File: src/design/sbfdc_pkg.sv
// Shared constants and types for the secure boot loader
package sbfdc_pkg;

	// ****************************************
	// Frame layout
	// ****************************************
	localparam int WORD_W = 32;
	localparam int FUSE_BITS = 128;
	localparam logic [4:0] ADDR_LAST = 5'h1F;
	localparam logic [4:0] CMD_LAST = 5'h0F;
	localparam logic [4:0] DATA_LAST = 5'h1F;

	// ****************************************
	// Commands
	// ****************************************
	localparam logic [15:0] CMD_WR_ONE = 16'h0000;
	localparam logic [15:0] CMD_WR_MULTI = 16'h0001;
	localparam logic [15:0] CMD_RD_MULTI = 16'h0002;
	localparam logic [15:0] CMD_RD_ONE = 16'h0003;
	localparam logic [15:0] CMD_SET_COUNT = 16'h0004;
	localparam logic [15:0] CMD_SET_IV = 16'h0005;
	localparam logic [15:0] CMD_SET_SIG = 16'h0006;
	localparam logic [15:0] CMD_BUF_WR = 16'h0007;
	localparam logic [15:0] CMD_BUF_ENC = 16'h0008;
	localparam logic [15:0] CMD_BUF_TAG = 16'h0009;
	localparam logic [15:0] CMD_BUF_CTRL = 16'h000B;
	localparam logic [15:0] CMD_BLOW = 16'h000C;
	localparam logic [15:0] CMD_GET_ENC = 16'h000D;
	localparam logic [15:0] CMD_GET_TAG = 16'h000E;
	localparam logic [15:0] CMD_GET_CTRL = 16'h0010;
	localparam logic [15:0] CMD_TAMP_RD = 16'h0011;
	localparam logic [15:0] CMD_STATUS = 16'h0012;
	localparam logic [15:0] CMD_DECRYPT = 16'h0013;
	localparam logic [15:0] CMD_DECRYPT_EXT = 16'h0015;
	localparam logic [15:0] CMD_HAND_MISO = 16'hA55A;
	localparam logic [15:0] CMD_HAND_STOP = 16'hA66A;
	localparam logic [15:0] CMD_UNLOCK = 16'hDE05;
	localparam logic [31:0] PASS_FIRST = 32'h5345ACBA;
	localparam logic [31:0] PASS_SECOND = 32'hACBA5345;

	// ****************************************
	// Control fuse positions
	// ****************************************
	localparam int CTRL_LIVE_W = 18;
	localparam int FB_SECURE = 0;
	localparam int FB_RD_KEY = 1;
	localparam int FB_WR_KEY = 2;
	localparam int FB_RD_CTRL = 5;
	localparam int FB_WR_CTRL = 6;
	localparam int FB_RD_RAM = 7;
	localparam int FB_FORCE_IV = 10;
	localparam int FB_DBG_OFF = 16;
	localparam logic [CTRL_LIVE_W-1:0] CTRL_RESET = 18'h00000;

	// ****************************************
	// Answer words and system addresses
	// ****************************************
	localparam logic [14:0] BOOT_SIGN = 15'h2B1A;
	localparam logic [31:0] STAT_IDLE = 32'h00000000;
	localparam int STAT_FUSE_BIT = 0;
	localparam int STAT_DEC_BIT = 1;
	localparam logic [31:0] CPU_HOLD_ADDR = 32'h400E1800;
	localparam int CPU_HOLD_BIT = 0;
	localparam logic [31:0] WORD_STEP = 32'h00000004;

	// ****************************************
	// Word store map
	// ****************************************
	localparam int MEM_DEPTH = 32;
	localparam int MEM_AW = 5;
	localparam logic [4:0] MI_BUF = 5'h00;
	localparam logic [4:0] MI_TAMP = 5'h04;
	localparam logic [4:0] MI_IV = 5'h08;
	localparam logic [4:0] MI_SIG = 5'h0C;
	localparam logic [4:0] MI_KENC = 5'h10;
	localparam logic [4:0] MI_KTAG = 5'h14;
	localparam logic [4:0] MI_CTRL = 5'h18;

	// ****************************************
	// Timing
	// ****************************************
	localparam int CLK_NS = 10;
	localparam int FUSE_BLOW_NS = 1000;
	localparam logic [15:0] FUSE_BLOW_CYC = 16'((FUSE_BLOW_NS + CLK_NS - 1) / CLK_NS);

	// ****************************************
	// Types
	// ****************************************
	typedef enum logic [1:0] {
		FR_IDLE = 2'h0,
		FR_ADDR = 2'h1,
		FR_CMD = 2'h3,
		FR_DATA = 2'h2
	} sbfdc_frame_e;

	typedef enum logic [1:0] {
		CP_IDLE = 2'h0,
		CP_RSRC = 2'h1,
		CP_RDST = 2'h3,
		CP_WR = 2'h2
	} sbfdc_copy_e;

	typedef enum logic [1:0] {
		BOX_ENC = 2'h0,
		BOX_TAG = 2'h1,
		BOX_CTRL = 2'h2,
		BOX_NONE = 2'h3
	} sbfdc_box_e;

	typedef struct packed {
		logic [31:0] addr;
		logic [31:0] wdata;
		logic we;
		logic re;
	} sbfdc_ram_s;

	typedef struct packed {
		logic [4:0] addr;
		logic [31:0] wdata;
		logic we;
		logic re;
	} sbfdc_mem_s;

endpackage

File: src/design/sbfdc_loader.sv
// Serial boot loader with fuse locks, decryption launch and hand-over
// Summary of operation
// - A 128-bit control fuse box is held; only its low bits matter.
// - Every fuse reads clear until blown, so all locks start off.
// - Fuse bit 0 set turns on secure mode.
// - Fuse bit 1 set refuses reading both key boxes.
// - Fuse bit 2 set refuses writing both key boxes.
// - Fuse bit 5 set refuses reading the control box.
// - Fuse bit 6 set refuses writing the control box.
// - Fuse bit 7 set refuses program RAM readback.
// - Fuse bit 10 set puts vector and block count into the signature.
// - Fuse bit 16 set turns the debug port off.
// - Basic decrypt command starts decryption of program RAM.
// - Extended decrypt command verifies program, vector and count.
// - Decrypt commands ignore the frame address and data.
// - Forced fuse makes both decrypt commands cover vector and count.
// - Two password frames in order unlock the loader after reset.
// - Status answers 2 while decrypting, zero when ready.
// - Clearing cpu hold frees the CPU; hand-over gives MISO away, and the stop variant also stops the loader.
// - Every frame is answered with a 32-bit signature and state word.
// - Frame is 32-bit address, 16-bit command, then 32-bit data words.
// - Status bit 0 shows fuse blowing; all zero when nothing runs.
`timescale 1ns/1ns
module sbfdc_loader (
	// Clock and control
	input wire logic ref_clk,
	input wire logic rstn,
	input wire logic clkEn,
	// Loader serial pins
	input wire logic sckPin,
	input wire logic csPin_n,
	input wire logic mosiPin,
	output logic misoOut,
	output logic misoOe,
	// Program RAM
	output sbfdc_pkg::sbfdc_ram_s ramReq,
	input wire logic [31:0] ramRdata,
	// Decryption engine
	output logic decStart,
	output logic decIvCount,
	output logic [14:0] decBlocks,
	input wire logic decBusy,
	// System state
	input wire logic [2:0] rstCause,
	output logic cpuHold,
	output logic secureMode,
	output logic debugPortOff,
	output logic misoToApp,
	output logic loaderClkOff,
	output logic unlocked
);

	typedef struct packed {
		logic sckS1, sckS2, sckD;
		logic csS1, csS2;
		logic mosiS1, mosiS2;
		sbfdc_pkg::sbfdc_frame_e fr;
		logic [4:0] segCnt;
		logic [31:0] shIn;
		logic [31:0] tx;
		logic loadNext;
		logic [31:0] nextWord;
		logic [31:0] addr;
		logic [15:0] cmd;
		logic [2:0] wordIdx;
		logic [31:0] ramPtr;
		logic passOne;
		logic open;
		logic rdPend;
		logic ramWait;
		logic [sbfdc_pkg::CTRL_LIVE_W-1:0] ctrlLive;
		logic [14:0] blockCnt;
		sbfdc_pkg::sbfdc_box_e tgt;
		sbfdc_pkg::sbfdc_copy_e cpSt;
		logic [1:0] cpIdx;
		logic [4:0] cpSrc;
		logic [4:0] cpDst;
		logic cpOr, cpWrEn, cpCtrl;
		logic [31:0] cpTmp;
		logic [15:0] fuseCnt;
		logic cpuHold, toApp, clkOff, decStart, decIv;
		sbfdc_pkg::sbfdc_ram_s ram;
	} sbfdc_loader_s;

	sbfdc_loader_s s;
	sbfdc_loader_s next_s;
	sbfdc_pkg::sbfdc_mem_s memReq;
	logic [31:0] memRdata;

	// ****************************************
	// Helpers
	// ****************************************
	function automatic logic [4:0] boxBase(input sbfdc_pkg::sbfdc_box_e b);
		logic [4:0] r;
		r = sbfdc_pkg::MI_CTRL;
		if (b == sbfdc_pkg::BOX_ENC) begin
			r = sbfdc_pkg::MI_KENC;
		end else if (b == sbfdc_pkg::BOX_TAG) begin
			r = sbfdc_pkg::MI_KTAG;
		end
		return r;
	endfunction

	function automatic logic [4:0] wordAt(input logic [4:0] base, input logic [2:0] idx);
		return base + {3'h0, idx[1:0]};
	endfunction

	sbfdc_word_mem #(
		.W(sbfdc_pkg::WORD_W),
		.DEPTH(sbfdc_pkg::MEM_DEPTH)
	) u_store (
		.ref_clk(ref_clk),
		.rstn(rstn),
		.clkEn(clkEn & ~s.clkOff),
		.req(memReq),
		.rdata(memRdata)
	);

	// ****************************************
	// Outputs
	// ****************************************
	assign misoOut = s.tx[31];
	assign misoOe = ~s.csS2 & ~s.toApp;
	assign ramReq = s.ram;
	assign decStart = s.decStart;
	assign decIvCount = s.decIv;
	assign decBlocks = s.blockCnt;
	assign cpuHold = s.cpuHold;
	assign secureMode = s.ctrlLive[sbfdc_pkg::FB_SECURE];
	assign debugPortOff = s.ctrlLive[sbfdc_pkg::FB_DBG_OFF];
	assign misoToApp = s.toApp;
	assign loaderClkOff = s.clkOff;
	assign unlocked = s.open;

	// ****************************************
	// Next state
	// ****************************************
	always_comb begin
		logic sckRise, sckFall, segEnd, readTurn, fromCmd, wrOk;
		logic [31:0] word, ptr, sigWord, status;
		next_s = s;
		memReq = '0;
		sckRise = s.sckS2 & ~s.sckD;
		sckFall = ~s.sckS2 & s.sckD;
		word = {s.shIn[30:0], s.mosiS2};
		segEnd = 1'b0;
		readTurn = 1'b0;
		fromCmd = (s.fr == sbfdc_pkg::FR_CMD);
		ptr = fromCmd ? s.addr : s.ramPtr + sbfdc_pkg::WORD_STEP;
		wrOk = (s.wordIdx < 3'h4);
		sigWord = {sbfdc_pkg::BOOT_SIGN, rstCause, 14'h0000};
		status = sbfdc_pkg::STAT_IDLE;
		status[sbfdc_pkg::STAT_DEC_BIT] = decBusy | s.decStart;
		status[sbfdc_pkg::STAT_FUSE_BIT] = (s.fuseCnt != 16'h0000);
		next_s.sckS1 = sckPin;
		next_s.sckS2 = s.sckS1;
		next_s.sckD = s.sckS2;
		next_s.csS1 = csPin_n;
		next_s.csS2 = s.csS1;
		next_s.mosiS1 = mosiPin;
		next_s.mosiS2 = s.mosiS1;
		next_s.decStart = 1'b0;
		next_s.ram.we = 1'b0;
		next_s.ram.re = 1'b0;
		next_s.ramWait = s.ram.re;
		next_s.rdPend = 1'b0;
		if (s.rdPend) begin
			next_s.nextWord = memRdata;
		end
		if (s.ramWait) begin
			next_s.nextWord = ramRdata;
		end
		if (s.fuseCnt != 16'h0000) begin
			next_s.fuseCnt = s.fuseCnt - 16'h0001;
		end

		// Copy engine between word store areas
		case (s.cpSt)
			sbfdc_pkg::CP_RSRC: begin
				memReq.re = 1'b1;
				memReq.addr = s.cpSrc + {3'h0, s.cpIdx};
				next_s.cpSt = sbfdc_pkg::CP_RDST;
			end
			sbfdc_pkg::CP_RDST: begin
				next_s.cpTmp = memRdata;
				memReq.re = 1'b1;
				memReq.addr = s.cpDst + {3'h0, s.cpIdx};
				next_s.cpSt = sbfdc_pkg::CP_WR;
			end
			sbfdc_pkg::CP_WR: begin
				memReq.we = s.cpWrEn;
				memReq.addr = s.cpDst + {3'h0, s.cpIdx};
				// fuse bits only ever blow on
				memReq.wdata = s.cpOr ? (s.cpTmp | memRdata) : s.cpTmp;
				if (s.cpCtrl && s.cpIdx == 2'h0) begin
					next_s.ctrlLive = s.cpTmp[sbfdc_pkg::CTRL_LIVE_W-1:0];
				end
				next_s.cpIdx = s.cpIdx + 2'h1;
				next_s.cpSt = (s.cpIdx == 2'h3) ? sbfdc_pkg::CP_IDLE : sbfdc_pkg::CP_RSRC;
			end
			default: begin
				next_s.cpIdx = 2'h0;
			end
		endcase

		// Frame receive and answer
		if (s.csS2) begin
			next_s.fr = sbfdc_pkg::FR_IDLE;
			next_s.segCnt = 5'h00;
			next_s.loadNext = 1'b0;
			next_s.tx = sigWord;
		end else if (sckRise) begin
			next_s.shIn = word;
			next_s.segCnt = s.segCnt + 5'h01;
			case (s.fr)
				sbfdc_pkg::FR_IDLE, sbfdc_pkg::FR_ADDR: begin
					next_s.fr = sbfdc_pkg::FR_ADDR;
					if (s.segCnt == sbfdc_pkg::ADDR_LAST) begin
						next_s.addr = word;
						next_s.fr = sbfdc_pkg::FR_CMD;
						segEnd = 1'b1;
					end
				end
				sbfdc_pkg::FR_CMD: begin
					if (s.segCnt == sbfdc_pkg::CMD_LAST) begin
						next_s.cmd = word[15:0];
						next_s.fr = sbfdc_pkg::FR_DATA;
						next_s.wordIdx = 3'h0;
						segEnd = 1'b1;
						readTurn = 1'b1;
					end
				end
				default: begin
					if (s.segCnt == sbfdc_pkg::DATA_LAST) begin
						segEnd = 1'b1;
						readTurn = 1'b1;
						if (s.wordIdx != 3'h7) begin
							next_s.wordIdx = s.wordIdx + 3'h1;
						end
						if (!s.open) begin
							if (s.cmd == sbfdc_pkg::CMD_UNLOCK) begin
								next_s.passOne = (word == sbfdc_pkg::PASS_FIRST);
								next_s.open = s.passOne && (word == sbfdc_pkg::PASS_SECOND);
							end
						end else if (s.cmd == sbfdc_pkg::CMD_WR_MULTI) begin
							next_s.ram.we = 1'b1;
							next_s.ram.addr = s.ramPtr;
							next_s.ram.wdata = word;
							next_s.ramPtr = s.ramPtr + sbfdc_pkg::WORD_STEP;
						end else if (s.cmd == sbfdc_pkg::CMD_SET_IV && wrOk) begin
							memReq.we = 1'b1;
							memReq.addr = wordAt(sbfdc_pkg::MI_IV, s.wordIdx);
							memReq.wdata = word;
						end else if (s.cmd == sbfdc_pkg::CMD_SET_SIG && wrOk) begin
							memReq.we = 1'b1;
							memReq.addr = wordAt(sbfdc_pkg::MI_SIG, s.wordIdx);
							memReq.wdata = word;
						end else if (s.cmd == sbfdc_pkg::CMD_BUF_WR && wrOk) begin
							memReq.we = 1'b1;
							memReq.addr = wordAt(sbfdc_pkg::MI_BUF, s.wordIdx);
							memReq.wdata = word;
						end else if (s.wordIdx == 3'h0 && s.cpSt == sbfdc_pkg::CP_IDLE) begin
							next_s.cpIdx = 2'h0;
							next_s.cpOr = 1'b0;
							next_s.cpWrEn = 1'b1;
							next_s.cpCtrl = 1'b0;
							case (s.cmd)
								sbfdc_pkg::CMD_WR_ONE: begin
									if (s.addr == sbfdc_pkg::CPU_HOLD_ADDR) begin
										next_s.cpuHold = word[sbfdc_pkg::CPU_HOLD_BIT];
									end else begin
										next_s.ram.we = 1'b1;
										next_s.ram.addr = s.addr;
										next_s.ram.wdata = word;
									end
								end
								sbfdc_pkg::CMD_SET_COUNT: begin
									next_s.blockCnt = word[14:0];
								end
								sbfdc_pkg::CMD_BUF_ENC, sbfdc_pkg::CMD_BUF_TAG: begin
									if (!s.ctrlLive[sbfdc_pkg::FB_WR_KEY]) begin
										next_s.cpSrc = sbfdc_pkg::MI_BUF;
										next_s.cpDst = sbfdc_pkg::MI_TAMP;
										next_s.cpSt = sbfdc_pkg::CP_RSRC;
										next_s.tgt = (s.cmd == sbfdc_pkg::CMD_BUF_ENC) ?
											sbfdc_pkg::BOX_ENC : sbfdc_pkg::BOX_TAG;
									end
								end
								sbfdc_pkg::CMD_BUF_CTRL: begin
									if (!s.ctrlLive[sbfdc_pkg::FB_WR_CTRL]) begin
										next_s.cpSrc = sbfdc_pkg::MI_BUF;
										next_s.cpDst = sbfdc_pkg::MI_TAMP;
										next_s.cpSt = sbfdc_pkg::CP_RSRC;
										next_s.tgt = sbfdc_pkg::BOX_CTRL;
									end
								end
								sbfdc_pkg::CMD_BLOW: begin
									if (s.tgt != sbfdc_pkg::BOX_NONE && s.fuseCnt == 16'h0000) begin
										next_s.cpSrc = sbfdc_pkg::MI_TAMP;
										next_s.cpDst = boxBase(s.tgt);
										next_s.cpOr = 1'b1;
										next_s.cpSt = sbfdc_pkg::CP_RSRC;
										next_s.tgt = sbfdc_pkg::BOX_NONE;
										next_s.fuseCnt = sbfdc_pkg::FUSE_BLOW_CYC;
									end
								end
								sbfdc_pkg::CMD_GET_ENC, sbfdc_pkg::CMD_GET_TAG: begin
									if (!s.ctrlLive[sbfdc_pkg::FB_RD_KEY]) begin
										next_s.cpSrc = (s.cmd == sbfdc_pkg::CMD_GET_ENC) ?
											sbfdc_pkg::MI_KENC : sbfdc_pkg::MI_KTAG;
										next_s.cpDst = sbfdc_pkg::MI_TAMP;
										next_s.cpSt = sbfdc_pkg::CP_RSRC;
									end
								end
								sbfdc_pkg::CMD_GET_CTRL: begin
									next_s.cpWrEn = ~s.ctrlLive[sbfdc_pkg::FB_RD_CTRL];
									next_s.cpCtrl = 1'b1;
									next_s.cpSrc = sbfdc_pkg::MI_CTRL;
									next_s.cpDst = sbfdc_pkg::MI_TAMP;
									next_s.cpSt = sbfdc_pkg::CP_RSRC;
								end
								sbfdc_pkg::CMD_DECRYPT, sbfdc_pkg::CMD_DECRYPT_EXT: begin
									next_s.decStart = 1'b1;
									next_s.decIv = (s.cmd == sbfdc_pkg::CMD_DECRYPT_EXT) |
										s.ctrlLive[sbfdc_pkg::FB_FORCE_IV];
								end
								sbfdc_pkg::CMD_HAND_MISO: begin
									next_s.toApp = 1'b1;
								end
								sbfdc_pkg::CMD_HAND_STOP: begin
									next_s.toApp = 1'b1;
									next_s.clkOff = 1'b1;
								end
								default: begin
									next_s.cpWrEn = 1'b1;
								end
							endcase
						end
					end
				end
			endcase
			// Prepare the next answer word
			if (segEnd) begin
				next_s.segCnt = 5'h00;
				next_s.loadNext = 1'b1;
				next_s.nextWord = 32'h00000000;
			end
			if (readTurn && s.open) begin
				if (s.cmd == sbfdc_pkg::CMD_STATUS || (fromCmd && word[15:0] == sbfdc_pkg::CMD_STATUS)) begin
					next_s.nextWord = status;
				end
				if (fromCmd) begin
					next_s.ramPtr = s.addr;
				end
				if (!s.ctrlLive[sbfdc_pkg::FB_RD_RAM] && ((fromCmd &&
					(word[15:0] == sbfdc_pkg::CMD_RD_MULTI || word[15:0] == sbfdc_pkg::CMD_RD_ONE))
					|| (!fromCmd && s.cmd == sbfdc_pkg::CMD_RD_MULTI))) begin
					next_s.ram.re = 1'b1;
					next_s.ram.addr = ptr;
					next_s.ramPtr = ptr;
				end
				if (s.cpSt == sbfdc_pkg::CP_IDLE && ((fromCmd && word[15:0] == sbfdc_pkg::CMD_TAMP_RD)
					|| (!fromCmd && s.cmd == sbfdc_pkg::CMD_TAMP_RD && s.wordIdx < 3'h3))) begin
					memReq.re = 1'b1;
					memReq.addr = fromCmd ? sbfdc_pkg::MI_TAMP :
						wordAt(sbfdc_pkg::MI_TAMP, s.wordIdx + 3'h1);
					next_s.rdPend = 1'b1;
				end
			end
		end else if (sckFall) begin
			next_s.tx = s.loadNext ? s.nextWord : {s.tx[30:0], 1'b0};
			next_s.loadNext = 1'b0;
		end
	end

	// ****************************************
	// Registers
	// ****************************************
	always_ff @(posedge ref_clk) begin
		if (!rstn) begin
			s <= '0;
			s.sckS1 <= 1'b0;
			s.csS1 <= 1'b1;
			s.csS2 <= 1'b1;
			s.ctrlLive <= sbfdc_pkg::CTRL_RESET;
			s.fr <= sbfdc_pkg::FR_IDLE;
			s.cpSt <= sbfdc_pkg::CP_IDLE;
			s.tgt <= sbfdc_pkg::BOX_NONE;
			s.cpuHold <= 1'b1;
		end else if (clkEn && !s.clkOff) begin
			s <= next_s;
		end
	end

endmodule // sbfdc_loader

File: src/design/sbfdc_word_mem.sv
// Word store for buffer, holding, vector, signature and fuse boxes
`timescale 1ns/1ns
module sbfdc_word_mem #(
	parameter int W = 32,
	parameter int DEPTH = 32
) (
	// Clock and control
	input wire logic ref_clk,
	input wire logic rstn,
	input wire logic clkEn,
	// Access port
	input sbfdc_pkg::sbfdc_mem_s req,
	output logic [W-1:0] rdata
);

	typedef struct packed {
		logic [DEPTH-1:0][W-1:0] words;
		logic [W-1:0] rd;
	} sbfdc_mem_state_s;

	sbfdc_mem_state_s s;
	sbfdc_mem_state_s next_s;

	assign rdata = s.rd;

	// ****************************************
	// Next state
	// ****************************************
	always_comb begin
		next_s = s;
		if (req.re) begin
			next_s.rd = s.words[req.addr];
		end
		if (req.we) begin
			next_s.words[req.addr] = req.wdata;
		end
	end

	// ****************************************
	// Registers
	// ****************************************
	always_ff @(posedge ref_clk) begin
		if (!rstn) begin
			s <= '0;
		end else if (clkEn) begin
			s <= next_s;
		end
	end

endmodule // sbfdc_word_mem

File: config.mk
export PLATFORM = sky130hd
export DESIGN_NAME = sbfdc_loader
export DESIGN_NICKNAME = d
export VERILOG_FILES = /design/src/design/sbfdc_pkg.sv /design/src/design/sbfdc_loader.sv /design/src/design/sbfdc_word_mem.sv
export SDC_FILE = /design/constraint.sdc
export NUM_CORES = 2
export LEC_CHECK = 0
export BUFFER_PORTS_ARGS = -buffer_cell sky130_fd_sc_hd__buf_2
export CAP_MARGIN = 15
export CORE_ASPECT_RATIO = 1.2
export CORE_MARGIN = 2
export CORE_UTILIZATION = 67
export CTS_BUF_LIST = sky130_fd_sc_hd__clkbuf_8
export CTS_CLUSTER_DIAMETER = 50
export DETAILED_ROUTE_END_ITERATION = 6
export PLACE_DENSITY = 0.84
export SETUP_SLACK_MARGIN = 0.05
export SLEW_MARGIN = 20
export SYNTH_ARGS = -nofsm -noshare
export SYNTH_HDL_FRONTEND = slang
export SYNTH_HIERARCHICAL = 1
export SYNTH_SLANG_ARGS = --single-unit
File: constraint.sdc
create_clock -name ref_clk -period 12.7 [get_ports ref_clk]
set_input_delay 0.635 -clock ref_clk [delete_from_list [all_inputs] [get_ports ref_clk]]
set_output_delay 0.635 -clock ref_clk [all_outputs]
set_load 0.1 [all_outputs]
==> impl_summary.md <==
Status
The run finished, with violations left. The checks that failed: design-rule violations.

Routing
The average wire length per cell after detail routing is 25.8 um. The detailed-route vias per instance is 6.72. The number of detailed-route iterations in the first pass is 7.

The number of vias in the routed layout is 60.1k. In this run the remaining antenna-violating nets after routing total 0. For this block, the routed nets add up to 231 mm of wire. The number of DRC markers in iteration 0 is 7852.

After detailed routing, the number of remaining DRC violations is 4.

CTS
The clock net in this run drives a total of 1410 sinks. Counting the buffers created by CTS gives 213. Clock-pin slew was measured on the worst setup and hold paths at 0.07 ns.

The number of setup buffers added after CTS is 0. The CTS tree is built. The maximum buffer depth of the clock tree is 3. The cell sitting at the root of the clock tree is a clkbuf_8. The H-tree generated during clock tree synthesis spans 4 levels. Clock latency on the worst-skew pair, taken at its later pin, is 0.98 ns.

Synth
The total number of yosys warnings is 6. The leading register cell type out of synthesis is dfxtp_1. The netlist uses 100 different library cells.

Of all flip-flops after synthesis, the portion carrying an async set or reset was 0%. The net count after synthesis is 7885. The synthesized cell area is 67300 sq um. The cell count after synthesis came out at 7831. The share of the yosys chip area belonging to registers is 41.9%. The count of flip-flops with a built-in enable after synthesis is 0. The mean instance size in the synthesized netlist is 8.60 sq um.

After synthesis the netlist holds a flip-flop and latch count of 1410.

Floorplan
The number of core rows is 127. The chip height is 351 um. The die is 293 um wide. The floorplan step defined a core boundary enclosing 99800 sq um. For this configuration, the core starts out at a cell density of 67.5%. The I/O pin total is 133.

The die covers 103000 sq um.

Final layout
Leaving out filler cells and counting taps, the final layout contains 8937. The number of fill cells is 7411. For this run, the post-layout net count is 7548.

Compared with the post-synthesis result, the final layout area differs by 5.51%. The most frequent standard cell in the layout excluding fill and tap cells is nand2_1. In the layout the commonest cells are nand2_1, dfxtp_1, a21boi_0. The share of layout cells above drive strength 1 is 13.8%.

Setup path
The buffers plus inverters on the worst setup path is 3. The reg2reg setup slack is 5.87 ns. STA classifies the critical path endpoint as a flop. The slowest stage of the critical path belongs to the cell a22oi_1. The data arrival time of the critical path is 7.60 ns.

The setup path with the least slack is of type reg -> reg. The category of the worst setup path launch point is a flop. The required time at the worst-slack endpoint is 13.47 ns.

The biggest cell delay along the critical path is 0.99 ns. On the critical path the largest part of the delay comes from buffers and inverters. The reg-to-reg critical path startpoint is s[355]$_SDFFE_PN0P_.

Walking the worst path, the cells encountered are ha_1 -> and3_1 -> ha_1 -> and4b_1 -> nand2_1 -> nor4b_4 -> buf_4 -> nand2_1 -> o21ai_0 -> a21o_4 -> buf_4 -> buf_4 -> mux4_1 -> a22oi_1 -> a31oi_1. By instance count, the cell type seen most on the critical path is buf_4. The largest driver fanout on the critical path is 71. In this run the worst setup path begins at s[355]$_SDFFE_PN0P_.

Placed design
In this run, placement finished with an instance count of 8559. The count of buffers inserted at the top-level ports is 132. The post-placement setup slack is 6.20 ns. The weighted congestion at the end of routability-driven global placement is 1.05. The half-perimeter wire length of the detailed placement result is 142 mm.

STA
The headroom to the max-slew limit is 16.1%. For the final routed database, the setup TNS stands at 0 ns. Setup repair after global routing left no endpoint under its margin. The final critical delay including setup and external delays is 6.83 ns. The number of setup violations in the final report is 0. The final-report hold violation count is 0. On the final layout, the worst clock skew is 0.0538 ns. Derived from the worst setup path, the maximum achievable clock frequency is 0.146 GHz. The slew at the pin closest to its max-slew limit is 1.26 ns.

The final-layout worst hold slack is 0.0601 ns. The minimum setup slack in the final design is 5.87 ns. The final critical-path share of the clock period is 53.8%. The number of slew-limit violations in the final report is 0.

GRT
The total congestion overflow after global routing is 0. The initial antenna violation count is 10. The via count of the first global-routing pass is 56.8k. Entering global routing, the biggest net connects 256 pins.

The global-route total usage across every layer is 43.7%. The wire length of the first global-routing pass is 344 mm.

Pwr
The power density relative to cell area is 119 nW/um^2. The standby leakage power is 22.8 nW. IR analysis of the VDD net gives a maximum drop of 0.121 mV.

Min path
The source of the worst hold timing path is rstCause[2]. The class of the tightest hold or removal check is in -> reg.

Run
Max-cap violations in this run came to 0.
==> logic make-up after synthesis <==
logic type,synth area share (%)
compound gates,20.7
xor+xnor,0.676
fa+ha+maj,0.223
buf+inv,6.63
flops,41.9
mux,10.4
other cells,0.00557
simple gates,19.5
==> registers in the layout, summed over array words and instances, names as in the netlist, 4 cells and up <==
signal,flops
decBlocks,15
next_s,4
ramReq,66
s,260
u_store/rdata,32
u_store/s,1024
==> metrics by stage <==
| stage | utilization [%] | instance area (sq um) | total power (W) |
|---|---|---|---|
| after global placement | 66.8 | 66600 | 0.00478 |
| final | 71.2 | 71100 | 0.00846 |
| after CTS | 71.0 | 70900 | 0.00845 |
| after global routing | 71.2 | 71000 | 0.00868 |
| after detailed placement | 66.8 | 66600 | 0.00478 |
| after floorplan | - | 67300 | 0.00473 |
==> worst min-delay path: cells and delay by family <==
kind,cells,cell delay (ns)
simple gates,2,0.13
compound gates,2,0.12
buf+inv,1,0.11
==> layout make-up <==
type                            count  area [sq um]  share of cell area [%]
Clock buffer                      260          3580                    5.04
Inverter                           23          93.8                   0.132
Sequential cell                  1410         28200                    39.7
Tap cell                         1290          1610                    2.27
Antenna cell                        2          5.00                 0.00704
Timing Repair Buffer              291          1970                    2.78
Multi-Input combinational cell   5555         34900                    49.1
Clock inverter                    106           641                   0.902
==> metal layers <==
layer	global-route usage (%)	wire length, um	vias to the layer above
met5	0	103	-
li1	-	-	26073
met2	65.5	100000	4076
met1	50.1	78800	28732
met4	39.6	23500	14
met3	13.6	28300	1170
==> power by group <==
group          internal (W)  switching, W  leakage [nW]
combinational     0.0000996      0.000140          8.98
clock               0.00194       0.00183          2.44
sequential          0.00444     0.0000154          11.4
==> final timing paths <==
kind                                        end  cells past startpoint
setup / recovery  u_store/rdata[5]$_SDFFE_PN0P_                     15
hold / removal              s[307]$_SDFFE_PN0P_                      5
setup reg to reg  u_store/rdata[5]$_SDFFE_PN0P_                     15
hold reg to reg       decBlocks[3]$_SDFFE_PN0P_                      2
==> cells in the mapped netlist (28+ instances only) <==
| library cell | number | area [sq um] |
|---|---|---|
| dfxtp_1 | 1410 | 28200 |
| nand3_1 | 67 | 335 |
| a31oi_1 | 47 | 294 |
| a22o_1 | 36 | 315 |
| buf_2 | 175 | 876 |
| o21ai_0 | 117 | 586 |
| a211oi_1 | 38 | 285 |
| clkbuf_1 | 424 | 1590 |
| o22ai_1 | 64 | 400 |
| nor2_1 | 258 | 968 |
| buf_4 | 183 | 1370 |
| nand4_1 | 29 | 181 |
| xnor2_1 | 28 | 245 |
| a21boi_0 | 473 | 3550 |
| nor3_1 | 106 | 531 |
| a22oi_1 | 74 | 556 |
| nand2_1 | 2441 | 9160 |
| mux2i_1 | 228 | 2280 |
| a21boi_2 | 150 | 1690 |
| a21o_1 | 39 | 293 |
| nor4_1 | 42 | 263 |
| buf_6 | 36 | 405 |
| a21oi_1 | 302 | 1510 |
| mux4_2 | 186 | 4190 |
| a21boi_1 | 405 | 3040 |
==> repair_timing <==
action / CTS / global route
hold endpoints to repair: 4 / 0
resized for setup: 0 / 0
hold buffers: 4 / 0
No activity file was read; power rests on OpenSTA's default activity.
